## config.mk

```make
export PLATFORM = sky130hd
export DESIGN_NAME = lfi_core
export DESIGN_NICKNAME = d
export VERILOG_FILES = /design/src/common/lfi_pkg.sv /design/src/hw/lfi_core.sv /design/src/hw/lfi_fifo.sv
export SDC_FILE = /design/constraint.sdc
export NUM_CORES = 1
export LEC_CHECK = 0
export BUFFER_PORTS_ARGS = -buffer_cell sky130_fd_sc_hd__buf_2
export CAP_MARGIN = 30
export CORE_MARGIN = 8
export CORE_UTILIZATION = 45
export CTS_CLUSTER_SIZE = 25
export DETAILED_ROUTE_END_ITERATION = 16
export GPL_TIMING_DRIVEN = 0
export HOLD_SLACK_MARGIN = 0.05
export SYNTH_ARGS = -nofsm -noshare
export SYNTH_HDL_FRONTEND = slang
export SYNTH_SLANG_ARGS = --single-unit
```

## constraint.sdc

```tcl
create_clock -name sys_clk_in -period 14.8 [get_ports sys_clk_in]
set_input_delay 2.96 -clock sys_clk_in [delete_from_list [all_inputs] [get_ports sys_clk_in]]
set_output_delay 2.96 -clock sys_clk_in [all_outputs]
set_load 0.01 [all_outputs]
```

## src/common/lfi_pkg.sv

```systemverilog
// shared constants and types of the linear function interpolator
`default_nettype none
package lfi_pkg;
   // drum word layout
   localparam int WORD_W = 11;
   localparam int DATA_W = 10;
   localparam int FLAG_POS = 10;
   localparam int KIND_MSB = 9;
   localparam int KIND_LSB = 8;
   localparam int NVAR_MSB = 1;
   localparam int NVAR_LSB = 0;
   localparam logic [1:0] KIND_CTRL = 2'h0;
   localparam logic [1:0] KIND_VAR = 2'h1;
   localparam logic [1:0] KIND_STORE = 2'h2;
   localparam logic [1:0] KIND_BLANK = 2'h3;
   // segments and breakpoints
   localparam int N_SEG = 8;
   localparam int N_BRK = 9;
   localparam int SEL_W = 3;
   localparam int MAX_VARS = 3;
   localparam int N_CORNER = 8;
   localparam int N_STEP = 7;
   localparam logic [3:0] LAST_DIGIT = 4'h8;
   // arithmetic precision
   localparam int ORD_W = 10;
   localparam int ACC_W = 14;
   localparam int EXT_W = ACC_W - ORD_W;
   localparam int FRAC_W = ACC_W - SEL_W;
   localparam logic [ACC_W:0] ROUND_HALF = 15'h0008;
   localparam logic [ORD_W:0] ORD_MAX = 11'h03ff;
   // core memory word: sign then fraction
   localparam int CORE_W = 24;
   localparam int CORE_FRAC_MSB = 22;
   localparam int ADDR_W = 8;
   localparam int FIFO_DEPTH = 8;

   typedef enum logic [2:0] {
      PH_WAIT_CTRL,
      PH_VARS,
      PH_ORDS,
      PH_CALC,
      PH_STORE
   } lfi_phase_e;

   typedef struct packed {
      logic flag;
      logic [DATA_W-1:0] data;
   } lfi_word_s;

   typedef struct packed {
      logic req;
      logic we;
      logic [ADDR_W-1:0] addr;
      logic [CORE_W-1:0] wdata;
   } lfi_mem_s;

   typedef struct packed {
      logic [SEL_W-1:0] lo;
      logic [SEL_W-1:0] hi;
      logic [1:0] var_sel;
   } lfi_step_s;
endpackage : lfi_pkg
`default_nettype wire

```

## src/hw/lfi_core.sv

```systemverilog
// piecewise-linear function interpolator running from the drum word stream
//
// Overview of operation
// - variable range is eight equal segments, nine implicit breakpoints
// - bracketing pair picked by the three top fraction bits only
// - control word opens a function and gives one to three variables
// - address of each variable then 9, 81 or 729 ordinates from f(0) upward
// - core used only when main program makes no request
// - one core read tried per address word, retried on repeats
// - variable latched and bracketed before first ordinate arrives
// - only the two, four or eight bracketing corner ordinates are kept, others ignored
// - result held until store word, then written in free cycle
// - linear interpolation by own adder and registers
// - function blocks processed one after another as read
// - runs by itself, no main program instruction needed
// - drum word is control flag plus ten data bits
// - arithmetic to fourteen places, rounded to ten bits
`timescale 1ns/1ps
`default_nettype none
module lfi_core #(
   parameter int ADDR_BITS = 8,
   parameter int BUF_DEPTH = 8
) (
   // clock, reset, enable
   input wire logic sys_clk_in,
   input wire logic rst_in,
   input wire logic ce_in,
   // drum word stream
   input wire logic drum_valid_in,
   output logic drum_ready_out,
   input wire lfi_pkg::lfi_word_s drum_word_in,
   // shared core memory
   input wire logic main_req_in,
   output lfi_pkg::lfi_mem_s mem_out,
   input wire logic [lfi_pkg::CORE_W-1:0] mem_rdata_in,
   // status
   output logic [lfi_pkg::ORD_W-1:0] result_out,
   output logic result_valid_out
);
   import lfi_pkg::*;

   typedef struct packed {
      lfi_phase_e phase;
      logic [1:0] nvars;
      logic [1:0] vidx;
      logic have_addr;
      logic fetched;
      logic [ADDR_BITS-1:0] last_addr;
      logic rd_pend;
      logic [MAX_VARS-1:0][SEL_W-1:0] sel;
      logic [MAX_VARS-1:0][FRAC_W-1:0] frac;
      logic [MAX_VARS-1:0][3:0] dig;
      logic [N_CORNER-1:0][ACC_W-1:0] ord;
      logic [2:0] step;
      logic [ORD_W-1:0] result;
      logic res_ok;
      logic stored;
   } lfi_state_s;

   lfi_state_s st;
   lfi_state_s next_st;

   logic [WORD_W-1:0] fifo_head;
   logic head_valid;
   logic head_ready;
   lfi_word_s head;
   logic [1:0] head_kind;
   logic [ADDR_BITS-1:0] head_addr;
   logic take;
   logic core_free;
   logic [2:0] steps_needed;
   lfi_step_s cur_step;
   logic [ACC_W-1:0] lerp_out;

   // ordered step table: two x pairs then their y pair, for each z plane, then z
   function automatic lfi_step_s step_of(input logic [2:0] s);
      lfi_step_s r;
      r = '0;
      unique case (s)
         3'h0: r = '{lo: 3'h0, hi: 3'h1, var_sel: 2'h0};
         3'h1: r = '{lo: 3'h2, hi: 3'h3, var_sel: 2'h0};
         3'h2: r = '{lo: 3'h0, hi: 3'h2, var_sel: 2'h1};
         3'h3: r = '{lo: 3'h4, hi: 3'h5, var_sel: 2'h0};
         3'h4: r = '{lo: 3'h6, hi: 3'h7, var_sel: 2'h0};
         3'h5: r = '{lo: 3'h4, hi: 3'h6, var_sel: 2'h1};
         3'h6: r = '{lo: 3'h0, hi: 3'h4, var_sel: 2'h2};
         default: r = '0;
      endcase
      return r;
   endfunction : step_of

   // does the ordinate at the current digits belong to corner c
   function automatic logic corner_hit(input logic [MAX_VARS-1:0][3:0] dig,
                                       input logic [MAX_VARS-1:0][SEL_W-1:0] sel,
                                       input logic [1:0] nvars,
                                       input logic [2:0] c);
      logic hit;
      hit = 1'b1;
      for (int v = 0; v < MAX_VARS; v++) begin
         if (v < int'(nvars)) begin
            if (dig[v] != ({1'b0, sel[v]} + {3'h0, c[v]})) begin
               hit = 1'b0;
            end
         end else if (c[v] || dig[v] != 4'h0) begin
            hit = 1'b0;
         end
      end
      return hit;
   endfunction : corner_hit

   // one linear step: a + (b - a) * 8 * offset, fourteen places
   function automatic logic [ACC_W-1:0] lerp(input logic [ACC_W-1:0] a,
                                             input logic [ACC_W-1:0] b,
                                             input logic [FRAC_W-1:0] t);
      logic signed [ACC_W:0] diff;
      logic signed [ACC_W+FRAC_W+1:0] prod;
      logic signed [ACC_W+FRAC_W+1:0] sum;
      diff = $signed({1'b0, b}) - $signed({1'b0, a});
      prod = diff * $signed({1'b0, t});
      sum = $signed({{(FRAC_W+2){1'b0}}, a}) + (prod >>> FRAC_W);
      return sum[ACC_W-1:0];
   endfunction : lerp

   // the buffer absorbs drum words while the core waits for a read or calculates
   lfi_fifo #(
      .WIDTH(WORD_W),
      .DEPTH(BUF_DEPTH)
   ) u_fifo (
      .sys_clk_in(sys_clk_in),
      .rst_in(rst_in),
      .ce_in(ce_in),
      .in_valid_in(drum_valid_in),
      .in_ready_out(drum_ready_out),
      .in_data_in(drum_word_in),
      .out_valid_out(head_valid),
      .out_ready_in(head_ready),
      .out_data_out(fifo_head)
   );

   assign head = lfi_word_s'(fifo_head);
   assign head_kind = head.data[KIND_MSB:KIND_LSB];
   assign head_addr = head.data[ADDR_BITS-1:0];
   // stall while a read returns or the adder is busy
   assign head_ready = !st.rd_pend && (st.phase != PH_CALC);
   assign take = ce_in && head_valid && head_ready;
   assign core_free = !main_req_in;
   assign steps_needed = 3'((4'h1 << st.nvars) - 4'h1);
   assign cur_step = step_of(st.step);
   assign lerp_out = lerp(st.ord[cur_step.lo], st.ord[cur_step.hi],
                          st.frac[cur_step.var_sel]);

   always_comb begin
      logic [ACC_W:0] rounded;
      logic last;
      rounded = '0;
      last = 1'b0;
      next_st = st;
      mem_out = '0;
      mem_out.addr = head_addr;
      mem_out.wdata = {1'b0, st.result, {(CORE_W-1-ORD_W){1'b0}}};

      // variable latched the cycle after its read was granted
      if (st.rd_pend) begin
         next_st.rd_pend = 1'b0;
         next_st.fetched = 1'b1;
         next_st.sel[st.vidx] = mem_rdata_in[CORE_FRAC_MSB -: SEL_W];
         next_st.frac[st.vidx] = mem_rdata_in[CORE_FRAC_MSB-SEL_W -: FRAC_W];
      end

      if (st.phase == PH_CALC) begin
         next_st.ord[cur_step.lo] = lerp_out;
         next_st.step = st.step + 3'h1;
         if (st.step + 3'h1 == steps_needed) begin
            rounded = {1'b0, lerp_out} + ROUND_HALF;
            next_st.result = (rounded[ACC_W:EXT_W] > ORD_MAX) ?
                             ORD_MAX[ORD_W-1:0] : rounded[ACC_W-1:EXT_W];
            next_st.res_ok = 1'b1;
            next_st.phase = PH_STORE;
         end
      end

      if (take) begin
         if (head.flag && head_kind == KIND_CTRL) begin
            next_st.phase = PH_VARS;
            next_st.nvars = (head.data[NVAR_MSB:NVAR_LSB] == 2'h0) ?
                            2'h1 : head.data[NVAR_MSB:NVAR_LSB];
            next_st.vidx = '0;
            next_st.have_addr = 1'b0;
            next_st.fetched = 1'b0;
            next_st.dig = '0;
            next_st.ord = '0;
            next_st.step = '0;
            next_st.res_ok = 1'b0;
            next_st.stored = 1'b0;
         end else if (head.flag && head_kind == KIND_VAR && st.phase == PH_VARS) begin
            // a new address after a fetched one moves to the next variable
            if (st.have_addr && st.fetched && head_addr != st.last_addr) begin
               if (st.vidx + 2'h1 < st.nvars) begin
                  next_st.vidx = st.vidx + 2'h1;
                  next_st.fetched = 1'b0;
                  next_st.last_addr = head_addr;
                  if (core_free) begin
                     mem_out.req = 1'b1;
                     next_st.rd_pend = 1'b1;
                  end
               end
            end else if (!st.fetched) begin
               next_st.have_addr = 1'b1;
               next_st.last_addr = head_addr;
               if (core_free) begin
                  mem_out.req = 1'b1;
                  next_st.rd_pend = 1'b1;
               end
            end
         end else if (!head.flag && (st.phase == PH_VARS || st.phase == PH_ORDS)) begin
            next_st.phase = PH_ORDS;
            for (int c = 0; c < N_CORNER; c++) begin
               if (corner_hit(st.dig, st.sel, st.nvars, 3'(c))) begin
                  next_st.ord[c] = {head.data, {EXT_W{1'b0}}};
               end
            end
            last = 1'b1;
            for (int v = 0; v < MAX_VARS; v++) begin
               if (v < int'(st.nvars) && st.dig[v] != LAST_DIGIT) begin
                  last = 1'b0;
               end
            end
            // odometer of digits, x fastest
            next_st.dig = st.dig;
            for (int v = 0; v < MAX_VARS; v++) begin
               if (st.dig[v] == LAST_DIGIT) begin
                  next_st.dig[v] = 4'h0;
               end else begin
                  next_st.dig[v] = st.dig[v] + 4'h1;
                  break;
               end
            end
            if (last) begin
               next_st.phase = PH_CALC;
               next_st.step = '0;
            end
         end else if (head.flag && head_kind == KIND_STORE) begin
            if (st.res_ok && !st.stored && core_free) begin
               mem_out.req = 1'b1;
               mem_out.we = 1'b1;
               next_st.stored = 1'b1;
            end
         end
         // blanks and stray words only give the adder time
      end
   end

   always_ff @(posedge sys_clk_in) begin
      if (rst_in) begin
         st <= '0;
      end else if (ce_in) begin
         st <= next_st;
      end
   end

   assign result_out = st.result;
   assign result_valid_out = st.res_ok;
endmodule : lfi_core
`default_nettype wire

```

## src/hw/lfi_fifo.sv

```systemverilog
// word fifo between the drum reader and the interpolator core
`timescale 1ns/1ps
`default_nettype none
module lfi_fifo #(
   parameter int WIDTH = 11,
   parameter int DEPTH = 8
) (
   // clock and reset
   input wire logic sys_clk_in,
   input wire logic rst_in,
   input wire logic ce_in,
   // fill side
   input wire logic in_valid_in,
   output logic in_ready_out,
   input wire logic [WIDTH-1:0] in_data_in,
   // drain side
   output logic out_valid_out,
   input wire logic out_ready_in,
   output logic [WIDTH-1:0] out_data_out
);
   localparam int PTR_W = $clog2(DEPTH);

   typedef struct packed {
      logic [DEPTH-1:0][WIDTH-1:0] mem;
      logic [PTR_W-1:0] rd;
      logic [PTR_W-1:0] wr;
      logic [PTR_W:0] count;
   } lfi_fifo_state_s;

   lfi_fifo_state_s st;
   lfi_fifo_state_s next_st;
   logic push;
   logic pop;

   assign in_ready_out = (st.count != (PTR_W+1)'(DEPTH));
   assign out_valid_out = (st.count != '0);
   assign out_data_out = st.mem[st.rd];
   assign push = ce_in && in_valid_in && in_ready_out;
   assign pop = ce_in && out_ready_in && out_valid_out;

   always_comb begin
      next_st = st;
      if (push) begin
         next_st.mem[st.wr] = in_data_in;
         next_st.wr = (st.wr == PTR_W'(DEPTH-1)) ? '0 : st.wr + 1'b1;
      end
      if (pop) begin
         next_st.rd = (st.rd == PTR_W'(DEPTH-1)) ? '0 : st.rd + 1'b1;
      end
      if (push && !pop) begin
         next_st.count = st.count + 1'b1;
      end else if (pop && !push) begin
         next_st.count = st.count - 1'b1;
      end
   end

   always_ff @(posedge sys_clk_in) begin
      if (rst_in) begin
         st <= '0;
      end else if (ce_in) begin
         st <= next_st;
      end
   end
endmodule : lfi_fifo
`default_nettype wire

```

==> summary.md <==
| Metric | Value |
|---|---|
| Wire per inst | `between 20 and 25 um` |
| Instance area after placement | `between 0.02 and 0.025 sq mm` |
| Most common cell in the netlist | `nand2_1` |
| Routed WL | `about 74 mm` |
| Synth cell count leaders | `500 x nand2_1, 281 x dfxtp_1, 236 x nor2_1` |
| Max H-tree Level | `1` |
| Vias in the first global route | `between 15,000 and 20,000` |
| Crit. End Element | `register` |
| RSZ-0062 raised after global routing | `no` |
| Number of synthesized flops with an enable pin | `0` |
| Post-route cell area | `~0.024 sq mm` |
| Synthesis Warnings | `0` |
| Final worst path period share | `0.9421` |
| Post-synth top area share | `0.2566` |
| All-layer global routing usage | `0.2568` |
| 1st-iter DRT viols | `between 1,500 and 2,000` |
| Synth Cell Area | `around 0.022 sq mm` |
| Die X | `approximately 240 um` |
| Setup bufs post-CTS | `0` |
| CTS root buffer | `clkbuf_16` |
| Final nets | `between 3,000 and 4,000` |
| Synth Area per Inst | `~8.0 sq um` |
| Die area | `0.05603 sq mm` |
| Drc violations | `0` |
| Slew headroom | `0.2754` |
| Yosys reg bits | `around 280` |
| Worst-margin pin slew | `between 1000 and 1500 ps` |
| Clk_lat worst skew | `about 600 ps` |
| Reg clk slew, reported paths | `approximately 60 ps` |
| P&R area growth vs syn | `9.891%` |
| Top cells by area, synth | `dfxtp_1 26%, fa_1 13%, nand2_1 8.6%, ha_1 5.8%, a21oi_1 5.1%` |
| Cell row count | `81` |
| CP max-delay cell | `xor2_1` |
| Post-Syn Instances | `2,741` |
| Crit Path Class | `reg2reg` |
| Cts bufs inserted | `31` |
| Clock sinks | `~280` |
| CP most frequent cell | `fa_1` |
| Startpoint class of the critical path | `register` |
| Hold Violations, Final | `0` |
| Max-cap violations | `0` |
| Setup_tns | `0 ps` |
| Core area | `roughly 0.05 sq mm` |
| Largest net degree at the start of global routing | `17` |
| Filler instances | `about 4,700` |
| Distinct cell type count after synthesis | `89` |
| CTS-repair resized insts | `0` |
| Critical Path RT | `15,240 ps` |
| FFs w/ async S/R, synth | `0` |
| Initial antenna violation count | `1` |
| Count of final setup violators | `0` |
| IO Port Bufs | `48` |
| Final count of pins violating max slew | `0` |
| DP HPWL | `roughly 57 mm` |
| Antenna-violating nets left | `0` |
| CTS tree | `done` |
| Leakage | `roughly 0.01 uW` |
| Fmax | `about 72 MHz` |
| Initial Util | `0.4516` |
| Clock tree buffer depth | `3` |
| Gr ovfl total | `0` |
| Minimum clock period | `13,940 ps` |
| Status | `finished, final reports clean` |
| Drt pass-1 iters | `8` |
| Primary FF master, synth | `dfxtp_1` |
| Via count | `20,060` |
| Vias per cell | `roughly 5.8` |
| CTS Hold Buffers Added | `0` |
| Skew final | `around 12 ps` |
| WP data arrival | `14,390 ps` |
| HP Class | `reg2reg` |
| Seq/Total Area, Yosys | `0.2566` |
| Die height | `between 200 and 250 um` |
| First-pass GRT wire length | `around 110 mm` |
| PwrDens | `75.32 mW/mm^2` |
| CP Max Fanout | `10` |
| Diode count | `0` |
| Num ports | `86` |
| Leading area contributor after synthesis | `dfxtp_1` |
| Share of post-route cells with drive strength above 1 | `0.07644` |
| CP max stage delay | `roughly 810 ps` |
| Routability cong. | `approximately 0.99` |
| VDD IR max | `94.16 uV` |
placed cells by master (no fill, tap or decap), drive strengths merged, types with 32 or more instances in the layout:
cell type / netlist / final
xor2: 36 / 36
a22oi: 35 / 35
ha: 101 / 101
and2: 33 / 33
nor2: 237 / 237
o21ai: 60 / 60
nor2b: 32 / 32
xnor2: 62 / 62
buf: 59 / 115
fa: 146 / 146
a21oi: 223 / 223
dfxtp: 281 / 281
nand3: 104 / 104
mux2i: 94 / 94
inv: 233 / 234
nor3: 33 / 33
nand2: 501 / 501
clkbuf: 139 / 185
path summary, 6_finish.rpt:
kind | start | end | slack, ps | cells after the start
max | st[13] | result_out[9] | 860 | 51
min | u_fifo.st[22] | u_fifo.st[22] | 460 | 2
max reg2reg | st[13] | result_out[9] | 860 | 51
min reg2reg | u_fifo.st[22] | u_fifo.st[22] | 460 | 2
state kept, by name, indices dropped and copies added (netlist names):
| register | cells |
|---|---|
| result_out | 10 |
| st | 172 |
| result_valid_out | 1 |
| u_fifo.st | 98 |
layout make-up:
cell class	count	area, sq um	share of cell area
clock buffer	46	892.1	0.03703
multi-input combinational	2040	14570	0.6047
inverter	235	882.1	0.03662
timing repair buffer	56	301.5	0.01252
clock inverter	9	143.9	0.005973
tap	622	778.2	0.03230
buffer	198	900.9	0.03739
sequential	281	5625	0.2335
worst max-delay path, delay by kind of cell (launching register included):
family	cells	cell delay [ps]
muxes	1	290
DFF	1	330
adders and majority gates	10	4140
buffers and inverters	12	2860
and+or+nand+nor	16	2740
AOI/OAI and AO/OA	9	2180
xor gates and xnor gates	3	1200
metal layers:
metal,vias to the layer above,global-route usage,routed length (um)
met2,779,0.4453,35470
met3,165,0.02778,4806
li1,9331,-,-
met1,9783,0.3261,30430
met4,2,0.09717,3058
met5,-,0,13
logic make-up (layout without fill, tap and decap cells):
logic type / Yosys count / count (layout) / share of synthesized area
XOR/XNOR: 98 / 98 / 0.04001
flip-flops: 281 / 281 / 0.2566
other: 1 / 14 / 0.0001711
adder cells (fa/ha/maj): 247 / 247 / 0.1910
multiplexers: 134 / 134 / 0.07494
AND/OR/NAND/NOR: 1051 / 1051 / 0.2123
buffers and inverters: 433 / 544 / 0.08133
AO/OA/AOI/OAI: 496 / 496 / 0.1437
report_power, final:
group	switching, uW	leakage, uW	internal, uW
logic	160	0.00726	73.2
clock network	336	0.000500	468
registers	9.58	0.00226	767
stage by stage:
stage | util | worst slack (ps) | total power [uW] | instances | hold WS, ps
final | 0.4963 | 857.3 | 1815 | 3487 | 455.2
after global routing | 0.4963 | 116.6 | 1864 | 3487 | 467.6
after floorplan | - | 3365 | 939.9 | 2754 | 433.1
after CTS | 0.4963 | 951.0 | 1816 | 3487 | 455.1
after detailed placement | 0.4749 | 1026 | 1023 | 3432 | 446.8
after global placement | 0.4736 | 1104 | 1018 | 3424 | 438.9
(Power assumes the default switching activity.)
